**src/core/hsc_defines.svh**
```systemverilog
/*
 * constants for the hardware strap configuration decoder: codes, fifo depths, gain values, channel and stage counts.
 * assumes inclusion by bare name from core files.
 */
`ifndef HSC_DEFINES_SVH
`define HSC_DEFINES_SVH
`define HSC_NUM_CH 2
`define HSC_PATT_NORMAL 2'h0
`define HSC_PATT_ONES 2'h1
`define HSC_PATT_PRBS 2'h2
`define HSC_PATT_PDN 2'h3
`define HSC_JA_OFF 2'h0
`define HSC_JA_RX_BROAD 2'h1
`define HSC_JA_RX_NARROW 2'h2
`define HSC_JA_TX 2'h3
`define HSC_FIFO_DEPTH_BROAD 8'h40
`define HSC_FIFO_DEPTH_NARROW 8'h80
`define HSC_FIFO_DEPTH_NONE 8'h00
`define HSC_GAIN_LOW_DB 5'h00
`define HSC_GAIN_HIGH_DB 5'h1a
`define HSC_LP_NONE 2'h0
`define HSC_LP_ANALOG 2'h1
`define HSC_LP_DIGITAL 2'h2
`define HSC_LP_REMOTE 2'h3
`define HSC_SYNC_STAGES 2
`endif

```
**src/core/hsc_pkg.sv**
```systemverilog
/*
 * types for the hardware strap configuration decoder.
 * assumes nothing beyond a systemverilog compiler.
 */
package hsc_pkg;
    typedef enum logic [1:0] {HSC_TXP_NORMAL, HSC_TXP_ALL_ONES, HSC_TXP_PRBS, HSC_TXP_POWER_DOWN} hsc_tx_pattern_e;
    typedef enum logic [1:0] {HSC_LB_NONE, HSC_LB_ANALOG, HSC_LB_DIGITAL, HSC_LB_REMOTE} hsc_loopback_e;
    typedef enum logic [1:0] {HSC_JA_DISABLED, HSC_JA_RX_BROAD, HSC_JA_RX_NARROW, HSC_JA_TX} hsc_ja_mode_e;
endpackage : hsc_pkg

```
**src/core/hsc_sync_if.sv**
```systemverilog
/*
 * carries one raw strap bit into a synchroniser and the clean level back.
 * assumes the clock and reset of the decoder.
 */
`timescale 1ns/100ps
interface hsc_sync_if;
    logic raw;
    logic clean;
    modport sync (input raw, output clean);
    modport user (output raw, input clean);
endinterface : hsc_sync_if

```
**src/core/hsc_decode.sv**
```systemverilog
/*
 * decodes the hardware control mode strap pins of a dual channel line interface
 * into per channel and global control settings.
 * assumes the straps are static levels from the board, asynchronous to clock_in.
 */
`timescale 1ns/100ps
`include "hsc_defines.svh"
module hsc_decode (
    input wire logic clock_in,
    input wire logic sys_rst_in,
    input wire logic [3:0] tx_pattern_select_in,
    input wire logic [1:0] jitter_atten_select_in,
    input wire logic [1:0] rx_monitor_gain_select_in,
    input wire logic [3:0] loopback_select_in,
    input wire logic tx_driver_hiz_in,
    input wire logic rx_clock_edge_select_in,
    input wire logic [1:0] rx_power_down_in,
    output hsc_pkg::hsc_tx_pattern_e tx_pattern_ch0_out,
    output hsc_pkg::hsc_tx_pattern_e tx_pattern_ch1_out,
    output logic [1:0] tx_send_normal_out,
    output logic [1:0] tx_send_ones_out,
    output logic [1:0] tx_send_prbs_out,
    output logic [1:0] tx_power_down_out,
    output hsc_pkg::hsc_ja_mode_e ja_mode_out,
    output logic ja_enable_out,
    output logic ja_in_rx_out,
    output logic ja_in_tx_out,
    output logic ja_narrow_bw_out,
    output logic [7:0] ja_fifo_depth_out,
    output logic [9:0] rx_monitor_gain_db_out,
    output hsc_pkg::hsc_loopback_e loopback_ch0_out,
    output hsc_pkg::hsc_loopback_e loopback_ch1_out,
    output logic [1:0] lb_analog_out,
    output logic [1:0] lb_digital_out,
    output logic [1:0] lb_remote_out,
    output logic [1:0] lb_inband_out,
    output logic [1:0] tx_driver_enable_out,
    output logic rx_clock_falling_out,
    output logic [1:0] rx_power_down_out
);
    import hsc_pkg::*;

    localparam int NRAW = 16;
    logic [NRAW-1:0] raw_bus;
    logic [NRAW-1:0] clean;
    logic [3:0] patt_s;
    logic [1:0] ja_s;
    logic [1:0] gain_s;
    logic [3:0] lp_s;
    logic hiz_s;
    logic edge_s;
    logic [1:0] rpd_s;

    // gather every strap for synchronisation
    assign raw_bus = {tx_pattern_select_in, jitter_atten_select_in, rx_monitor_gain_select_in,
                      loopback_select_in, tx_driver_hiz_in, rx_clock_edge_select_in, rx_power_down_in};

    // one synchroniser per strap bit; bits of one code settle on their own,
    // so a code that moves may show a mixed value for a cycle before it lands
    genvar gi;
    generate
        for (gi = 0; gi < NRAW; gi++) begin : g_sync
            hsc_sync_if sif ();
            assign sif.raw = raw_bus[gi];
            hsc_sync u_sync (
                .clock_in(clock_in),
                .sys_rst_in(sys_rst_in),
                .port_in(sif)
            );
            assign clean[gi] = sif.clean;
        end
    endgenerate

    // split the synchronised levels back into fields
    // field order matches the gather above, most significant first
    assign {patt_s, ja_s, gain_s, lp_s, hiz_s, edge_s, rpd_s} = clean;

    // per channel pattern and loopback decode
    generate
        for (gi = 0; gi < `HSC_NUM_CH; gi++) begin : g_ch
            // one-hot pattern flags for this channel
            always_ff @(posedge clock_in or posedge sys_rst_in) begin
                if (sys_rst_in) begin
                    tx_send_normal_out[gi] <= 1'b1;
                    tx_send_ones_out[gi] <= 1'b0;
                    tx_send_prbs_out[gi] <= 1'b0;
                    tx_power_down_out[gi] <= 1'b0;
                end else begin
                    tx_send_normal_out[gi] <= (patt_s[2*gi +: 2] == `HSC_PATT_NORMAL);
                    tx_send_ones_out[gi] <= (patt_s[2*gi +: 2] == `HSC_PATT_ONES);
                    tx_send_prbs_out[gi] <= (patt_s[2*gi +: 2] == `HSC_PATT_PRBS);
                    tx_power_down_out[gi] <= (patt_s[2*gi +: 2] == `HSC_PATT_PDN);
                end
            end
            // one-hot loopback flags for this channel
            always_ff @(posedge clock_in or posedge sys_rst_in) begin
                if (sys_rst_in) begin
                    lb_analog_out[gi] <= 1'b0;
                    lb_digital_out[gi] <= 1'b0;
                    lb_remote_out[gi] <= 1'b0;
                end else begin
                    lb_analog_out[gi] <= (lp_s[2*gi +: 2] == `HSC_LP_ANALOG);
                    lb_digital_out[gi] <= (lp_s[2*gi +: 2] == `HSC_LP_DIGITAL);
                    lb_remote_out[gi] <= (lp_s[2*gi +: 2] == `HSC_LP_REMOTE);
                end
            end
            // monitor gain per receiver in dB
            always_ff @(posedge clock_in or posedge sys_rst_in) begin
                if (sys_rst_in) begin
                    rx_monitor_gain_db_out[5*gi +: 5] <= `HSC_GAIN_LOW_DB;
                end else begin
                    rx_monitor_gain_db_out[5*gi +: 5] <= gain_s[gi] ? `HSC_GAIN_HIGH_DB : `HSC_GAIN_LOW_DB;
                end
            end
        end
    endgenerate

    // pattern code as an enumerated view per channel
    always_ff @(posedge clock_in or posedge sys_rst_in) begin
        if (sys_rst_in) begin
            tx_pattern_ch0_out <= HSC_TXP_NORMAL;
            tx_pattern_ch1_out <= HSC_TXP_NORMAL;
        end else begin
            tx_pattern_ch0_out <= hsc_tx_pattern_e'(patt_s[1:0]);
            tx_pattern_ch1_out <= hsc_tx_pattern_e'(patt_s[3:2]);
        end
    end

    // loopback code as an enumerated view per channel
    always_ff @(posedge clock_in or posedge sys_rst_in) begin
        if (sys_rst_in) begin
            loopback_ch0_out <= HSC_LB_NONE;
            loopback_ch1_out <= HSC_LB_NONE;
        end else begin
            loopback_ch0_out <= hsc_loopback_e'(lp_s[1:0]);
            loopback_ch1_out <= hsc_loopback_e'(lp_s[3:2]);
        end
    end

    // in-band loopback is never reachable from straps: code 11 means remote,
    // so the in-band request stays low whatever the straps say
    always_ff @(posedge clock_in or posedge sys_rst_in) begin
        if (sys_rst_in) begin
            lb_inband_out <= 2'h0;
        end else begin
            lb_inband_out <= 2'h0;
        end
    end

    // attenuator code as an enumerated view
    always_ff @(posedge clock_in or posedge sys_rst_in) begin
        if (sys_rst_in) begin
            ja_mode_out <= HSC_JA_DISABLED;
        end else begin
            ja_mode_out <= hsc_ja_mode_e'(ja_s);
        end
    end

    // attenuator placement: off, receive path or transmit path
    always_ff @(posedge clock_in or posedge sys_rst_in) begin
        if (sys_rst_in) begin
            ja_enable_out <= 1'b0;
            ja_in_rx_out <= 1'b0;
            ja_in_tx_out <= 1'b0;
        end else begin
            ja_enable_out <= (ja_s != `HSC_JA_OFF);
            ja_in_rx_out <= (ja_s == `HSC_JA_RX_BROAD) || (ja_s == `HSC_JA_RX_NARROW);
            ja_in_tx_out <= (ja_s == `HSC_JA_TX);
        end
    end

    // attenuator bandwidth and fifo depth; both only matter in the receive path
    always_ff @(posedge clock_in or posedge sys_rst_in) begin
        if (sys_rst_in) begin
            ja_narrow_bw_out <= 1'b0;
            ja_fifo_depth_out <= `HSC_FIFO_DEPTH_NONE;
        end else begin
            ja_narrow_bw_out <= (ja_s == `HSC_JA_RX_NARROW);
            case (ja_s)
                `HSC_JA_RX_BROAD: ja_fifo_depth_out <= `HSC_FIFO_DEPTH_BROAD;
                `HSC_JA_RX_NARROW: ja_fifo_depth_out <= `HSC_FIFO_DEPTH_NARROW;
                default: ja_fifo_depth_out <= `HSC_FIFO_DEPTH_NONE;
            endcase
        end
    end

    // both line drivers follow the one high-impedance strap; they stay off
    // through reset, then turn on for two edges from the cleared synchronisers before the strap level arrives
    always_ff @(posedge clock_in or posedge sys_rst_in) begin
        if (sys_rst_in) begin
            tx_driver_enable_out <= 2'h0;
        end else begin
            tx_driver_enable_out <= {2{~hiz_s}};
        end
    end

    // active edge of both recovered receive clocks
    always_ff @(posedge clock_in or posedge sys_rst_in) begin
        if (sys_rst_in) begin
            rx_clock_falling_out <= 1'b0;
        end else begin
            rx_clock_falling_out <= edge_s;
        end
    end

    // receiver power down, one bit per channel
    always_ff @(posedge clock_in or posedge sys_rst_in) begin
        if (sys_rst_in) begin
            rx_power_down_out <= 2'h0;
        end else begin
            rx_power_down_out <= rpd_s;
        end
    end
endmodule : hsc_decode

```
**src/core/hsc_sync.sv**
```systemverilog
/*
 * two flip-flop synchroniser for one strap level.
 * assumes the strap is static or slowly changing; reset clears both stages.
 */
`timescale 1ns/100ps
`include "hsc_defines.svh"
module hsc_sync (
    input wire logic clock_in,
    input wire logic sys_rst_in,
    hsc_sync_if.sync port_in
);
    logic [`HSC_SYNC_STAGES-1:0] stage;
    // first stage feeds only the second
    always_ff @(posedge clock_in or posedge sys_rst_in) begin
        if (sys_rst_in) begin
            stage <= '0;
        end else begin
            stage <= {stage[0], port_in.raw};
        end
    end
    assign port_in.clean = stage[`HSC_SYNC_STAGES-1];
endmodule : hsc_sync

```
**config.mk**
```make
export PLATFORM = sky130hd
export DESIGN_NAME = hsc_decode
export DESIGN_NICKNAME = d
export VERILOG_FILES = /design/src/core/hsc_pkg.sv /design/src/core/hsc_sync_if.sv /design/src/core/hsc_decode.sv /design/src/core/hsc_sync.sv
export VERILOG_INCLUDE_DIRS = /design/src /design/src/core
export SDC_FILE = /design/constraint.sdc
export NUM_CORES = 1
export LEC_CHECK = 0
export ABC_AREA = 0
export BUFFER_PORTS_ARGS = -buffer_cell sky130_fd_sc_hd__buf_4
export CORE_MARGIN = 2
export CORE_UTILIZATION = 43
export DETAILED_ROUTE_END_ITERATION = 6
export PLACE_DENSITY = 0.85
export SLEW_MARGIN = 0
export SYNTH_ARGS = -nofsm -noshare
export SYNTH_HDL_FRONTEND = slang
export SYNTH_SLANG_ARGS = --single-unit
export TNS_END_PERCENT = 10
```
**constraint.sdc**
```tcl
create_clock -name clock_in -period 1.9 [get_ports clock_in]
set_input_delay 0.19 -clock clock_in [delete_from_list [all_inputs] [get_ports clock_in]]
set_output_delay 0.19 -clock clock_in [all_outputs]
set_load 0.01 [all_outputs]
```
Yosys cells after proc, flatten, opt, wreduce, memory -nomap -nowiden
Cells that the tools add are included.
{"block": "totals", "ram_bits": 0, "rom_bits": 0, "register_bits": 82, "mem_count": 0, "latchBits": 0, "out_inout_bits": 53, "inputBits": 18}
{"block": "op_classes", "n_addsub": 0, "bitwise_logic": 1, "eq_ne": 15, "reduce_logical": 4, "order_cmp": 0, "mux": 3, "multipliers": 0, "n_shift": 0, "n_div": 0}
{"cell": "equality test 2 bit (second input constant)", "count": 10}
{"cell": "case mux 8 bit (2 select lines)", "count": 1}
{"cell": "equality test 2 x 1 -> 1 bit (second input constant)", "count": 5}
{"cell": "two-way mux 5 bit", "count": 2}
{"cell": "zero test 2 bit", "count": 2}
{"cell": "nonzero test 2 bit", "count": 1}
{"cell": "logical OR 1 bit", "count": 1}
{"cell": "inverter 1 bit", "count": 1}

Logic depth before layout (Yosys ltp)
{"block": "depth", "word_depth": 2, "ltp_mapped": 3, "mapped_depth_nobuf": 3}

By module
A second synthesis with hierarchy kept.
{"block": "hier_totals", "hier_cells": 125, "hier_area_um2": 2029.4}
{"module": "hsc_decode", "instances": 1, "seq_area_each_um2": 878.3, "cells_each": 77, "area_per_inst_um2": 1168.6}
{"module": "hsc_sync", "instances": 16, "seq_area_each_um2": 50.0, "cells_each": 3, "area_per_inst_um2": 53.8}

Worst setup path after synthesis
OpenSTA, ideal clock, no wires.
{"block": "synth_path", "path_type": "register to register", "from": "reg g_sync[10].u_sync.stage[1]", "to": "reg ja_in_rx_out", "setup_ns": 0.126, "slack_ns": 1.082, "required_ns": 1.774, "path_stages_with_launch": 3, "arrival_ns": 0.692, "path_buffers": 0, "cell_sequence": "dfrtp_1 -> inv_1 -> ha_1"}
{"block": "synth_between", "elab_chain_len": 2}
{"element": "start: declaration", "line": "hsc_sync.sv:12", "source": "logic [`HSC_SYNC_STAGES-1:0] stage;"}
{"element": "start signal: assignment", "line": "hsc_sync.sv:18", "source": "stage <= {stage[0], port_in.raw};"}
{"element": "equality test 2 x 1 -> 1 bit or equality test 2 bit (tied branches)"}
{"element": "logical OR 1 bit *", "line": "hsc_decode.sv:167", "source": "ja_in_rx_out <= (ja_s == `HSC_JA_RX_BROAD) || (ja_s == `HSC_JA_RX_NARROW);"}
{"element": "end signal: assignment", "line": "hsc_decode.sv:167"}
{"element": "end: declaration", "line": "hsc_decode.sv:26", "source": "output logic ja_in_rx_out,"}
Every way passes the cells marked *; elsewhere a longest branch is shown, timed or not.

Worst setup path after layout
{"block": "layout_path", "from": "reg tx_send_normal_out[1]", "to": "out tx_send_normal_out[1]"}
{"element": "start: declaration", "line": "hsc_decode.sv:20", "source": "output logic [1:0] tx_send_normal_out,"}
{"element": "start signal: indexed assignment", "line": "hsc_decode.sv:89", "source": "tx_send_normal_out[gi] <= (patt_s[2*gi +: 2] == `HSC_PATT_NORMAL);"}
No word-level cell between the ends.

==> results.json <==
{
  "grt_max_degree": 68,
  "hpwl_mm": 1.91,
  "cts_buffers": 9,
  "drtIter0Drc": 49,
  "drt-pass1-iter-count": 4,
  "hold_class": "reg -> reg",
  "finClkSkew_ps": 6.25,
  "setup_viol": 0,
  "yosysUniqueCellTypes": 9,
  "drive_above_1_share_pct": 39.7,
  "grt_antenna_before_repair": 0,
  "run_status": "finished, final reports clean",
  "coreArea_mm2": 0.00438,
  "drtAntennaViolNets": 0,
  "drv_slew": 0,
  "ys_ff_latch": 67,
  "finalCritPeriodShare_pct": 60.2,
  "core.rowCount": 24,
  "p_leak_nw": 1.41,
  "worst_setup_path_end_kind": "output port",
  "cts_resized": 0,
  "grt_remaining_overflow": 0,
  "io_buffer_count": 58,
  "ios": 71,
  "grt_pass1_wl_mm": 4.77,
  "critPathBufInv": 1,
  "viasPerCell": 3.99,
  "die_area_mm2": 0.00514,
  "cts.sinks": 67,
  "layout_commonest_cell": "dfrtp_1",
  "synth_area_per_cell_um2": 18.1,
  "grt_usage_pct": 13.3,
  "slowest_stage": "dfstp_2",
  "grt_pass1_vias": 1021,
  "cts_htree_levels": 3,
  "final_area_mm2": 0.00281,
  "p_per_area_mw_per_mm2": 1110,
  "clk_latency_ps": 330,
  "synth_cells": 109,
  "cts_tree": "yes",
  "rsz0062_at_grt": "no",
  "worstPathArrival_ps": 950,
  "yosys_warnings": 0,
  "postPlaceCellArea_mm2": 0.00240,
  "final_nets": 211,
  "clockRootBuffer": "clkbuf_8",
  "cp.required_ps": 1710,
  "max_freq_ghz": 0.874,
  "clk_path_buf_depth": 2,
  "hold_viol": 0,
  "routed_wl_mm": 2.94,
  "cp_top_family": "flip-flops",
  "dr_total_vias": 982,
  "hold_buffers": 17,
  "ir_drop_mv": 0.747,
  "diodes": 0,
  "cts_setup_buffers": 0,
  "min_period_ps": 1140,
  "cap_viol_max_count": 0,
  "start_kind": "register",
  "wl_per_cell_um": 11.9,
  "critical_path_class": "reg -> out",
  "cp_max_fo": 1,
  "cpPeakStageDelay_ps": 520,
  "synthToLayoutAreaGrowth_pct": 42.6,
  "place.gp.congestion": 0.659,
  "die_y_um": 71.7,
  "path_cells": "buf_4",
  "die_w_um": 71.7,
  "path_clk_slew_ps": 70,
  "final_cell_mix": "dfrtp_1, buf_4, dlygate4sd3_1",
  "synth.cell_area_mm2": 0.00197,
  "final.setup.tns_ps": 0,
  "seq_area_frac_synth_pct": 85.3,
  "initial_utilization_pct": 44.9,
  "remaining_drc_errors": 0
}
-- through the flow --
step	power, mW	utilization (%)	hold slack, ps	worst slack [ps]	std cells
after floorplan	1.65	-	221	30.2	120
after global placement	1.73	54.7	283	1060	213
after detailed placement	1.74	54.7	295	1020	213
after CTS	3.17	64.0	350	734	246
after global routing	3.26	64.0	360	718	246
final	3.13	64.0	348	756	246
-- routing by layer --
metal | up-vias | track usage, % | part of all wire, %
li1 | 458 | - | -
met1 | 469 | 13.9 | 35
met2 | 44 | 21.6 | 54
met3 | 11 | 5.63 | 7.4
met4 | 0 | 9.01 | 3.6
met5 | - | 0 | 0
-- power breakdown --
group	switching (mW)	internal, mW	leakage (nW)	total (mW)
Clock	0.485	0.903	0.123	1.39
Sequential	0.0304	1.50	0.795	1.53
Combinational	0.0946	0.112	0.490	0.207
Total	0.610	2.52	1.41	3.13
-- state kept, by name, summed over array words and instances, names as in the netlist --
register,cells
g_sync.u_sync.stage,32
ja_enable_out,1
ja_fifo_depth_out,1
ja_in_rx_out,1
ja_in_tx_out,1
ja_mode_out,2
ja_narrow_bw_out,1
lb_analog_out,2
lb_digital_out,2
lb_remote_out,2
loopback_ch0_out,2
loopback_ch1_out,2
rx_clock_falling_out,1
rx_monitor_gain_db_out,2
rx_power_down_out,2
tx_driver_enable_out,1
tx_pattern_ch0_out,2
tx_pattern_ch1_out,2
tx_power_down_out,2
tx_send_normal_out,2
tx_send_ones_out,2
tx_send_prbs_out,2
-- logic make-up after synthesis --
kind of cell | count (synthesis) | synth area share [%]
adder cells (fa/ha/maj) | 4 | 2.54
buffers and inverters | 23 | 7.81
flip-flops | 67 | 85.3
other | 1 | 0.190
AND/OR/NAND/NOR | 14 | 4.19
-- layout make-up --
cell class | instances | area, um^2
sequential | 67 | 1680
clock buffer | 11 | 141
timing repair buffer | 76 | 626
tap | 52 | 65.1
clock inverter | 5 | 100
multi-input combinational | 30 | 178
inverter | 5 | 18.8
fill | 328 | 1580
-- Yosys cell counts --
cell type | number | area, um^2
buf_4 | 18 | 135
conb_1 | 1 | 3.75
dfrtp_1 | 65 | 1630
inv_1 | 5 | 18.8
and2_1 | 4 | 25.0
ha_1 | 4 | 50.1
dfstp_2 | 2 | 52.6
nor2b_1 | 8 | 50.1
nor2_1 | 2 | 7.51
-- worst paths after layout --
kind / from / slack, ps / endpoint / cells past startpoint
min in group asynchronous: sys_rst_in / 480 / g_sync[12].u_sync.stage[1] / 4
worst min-delay path: g_sync[11].u_sync.stage[0] / 350 / g_sync[11].u_sync.stage[1] / 0
max in group asynchronous: sys_rst_in / 1100 / tx_send_normal_out[1] / 4
worst max register to register: g_sync[10].u_sync.stage[1] / 1020 / ja_in_rx_out / 2
worst max-delay path: tx_send_normal_out[1] / 760 / tx_send_normal_out[1] / 1
worst min register to register: g_sync[11].u_sync.stage[0] / 350 / g_sync[11].u_sync.stage[1] / 0
No activity file was read; power rests on OpenSTA's default activity.
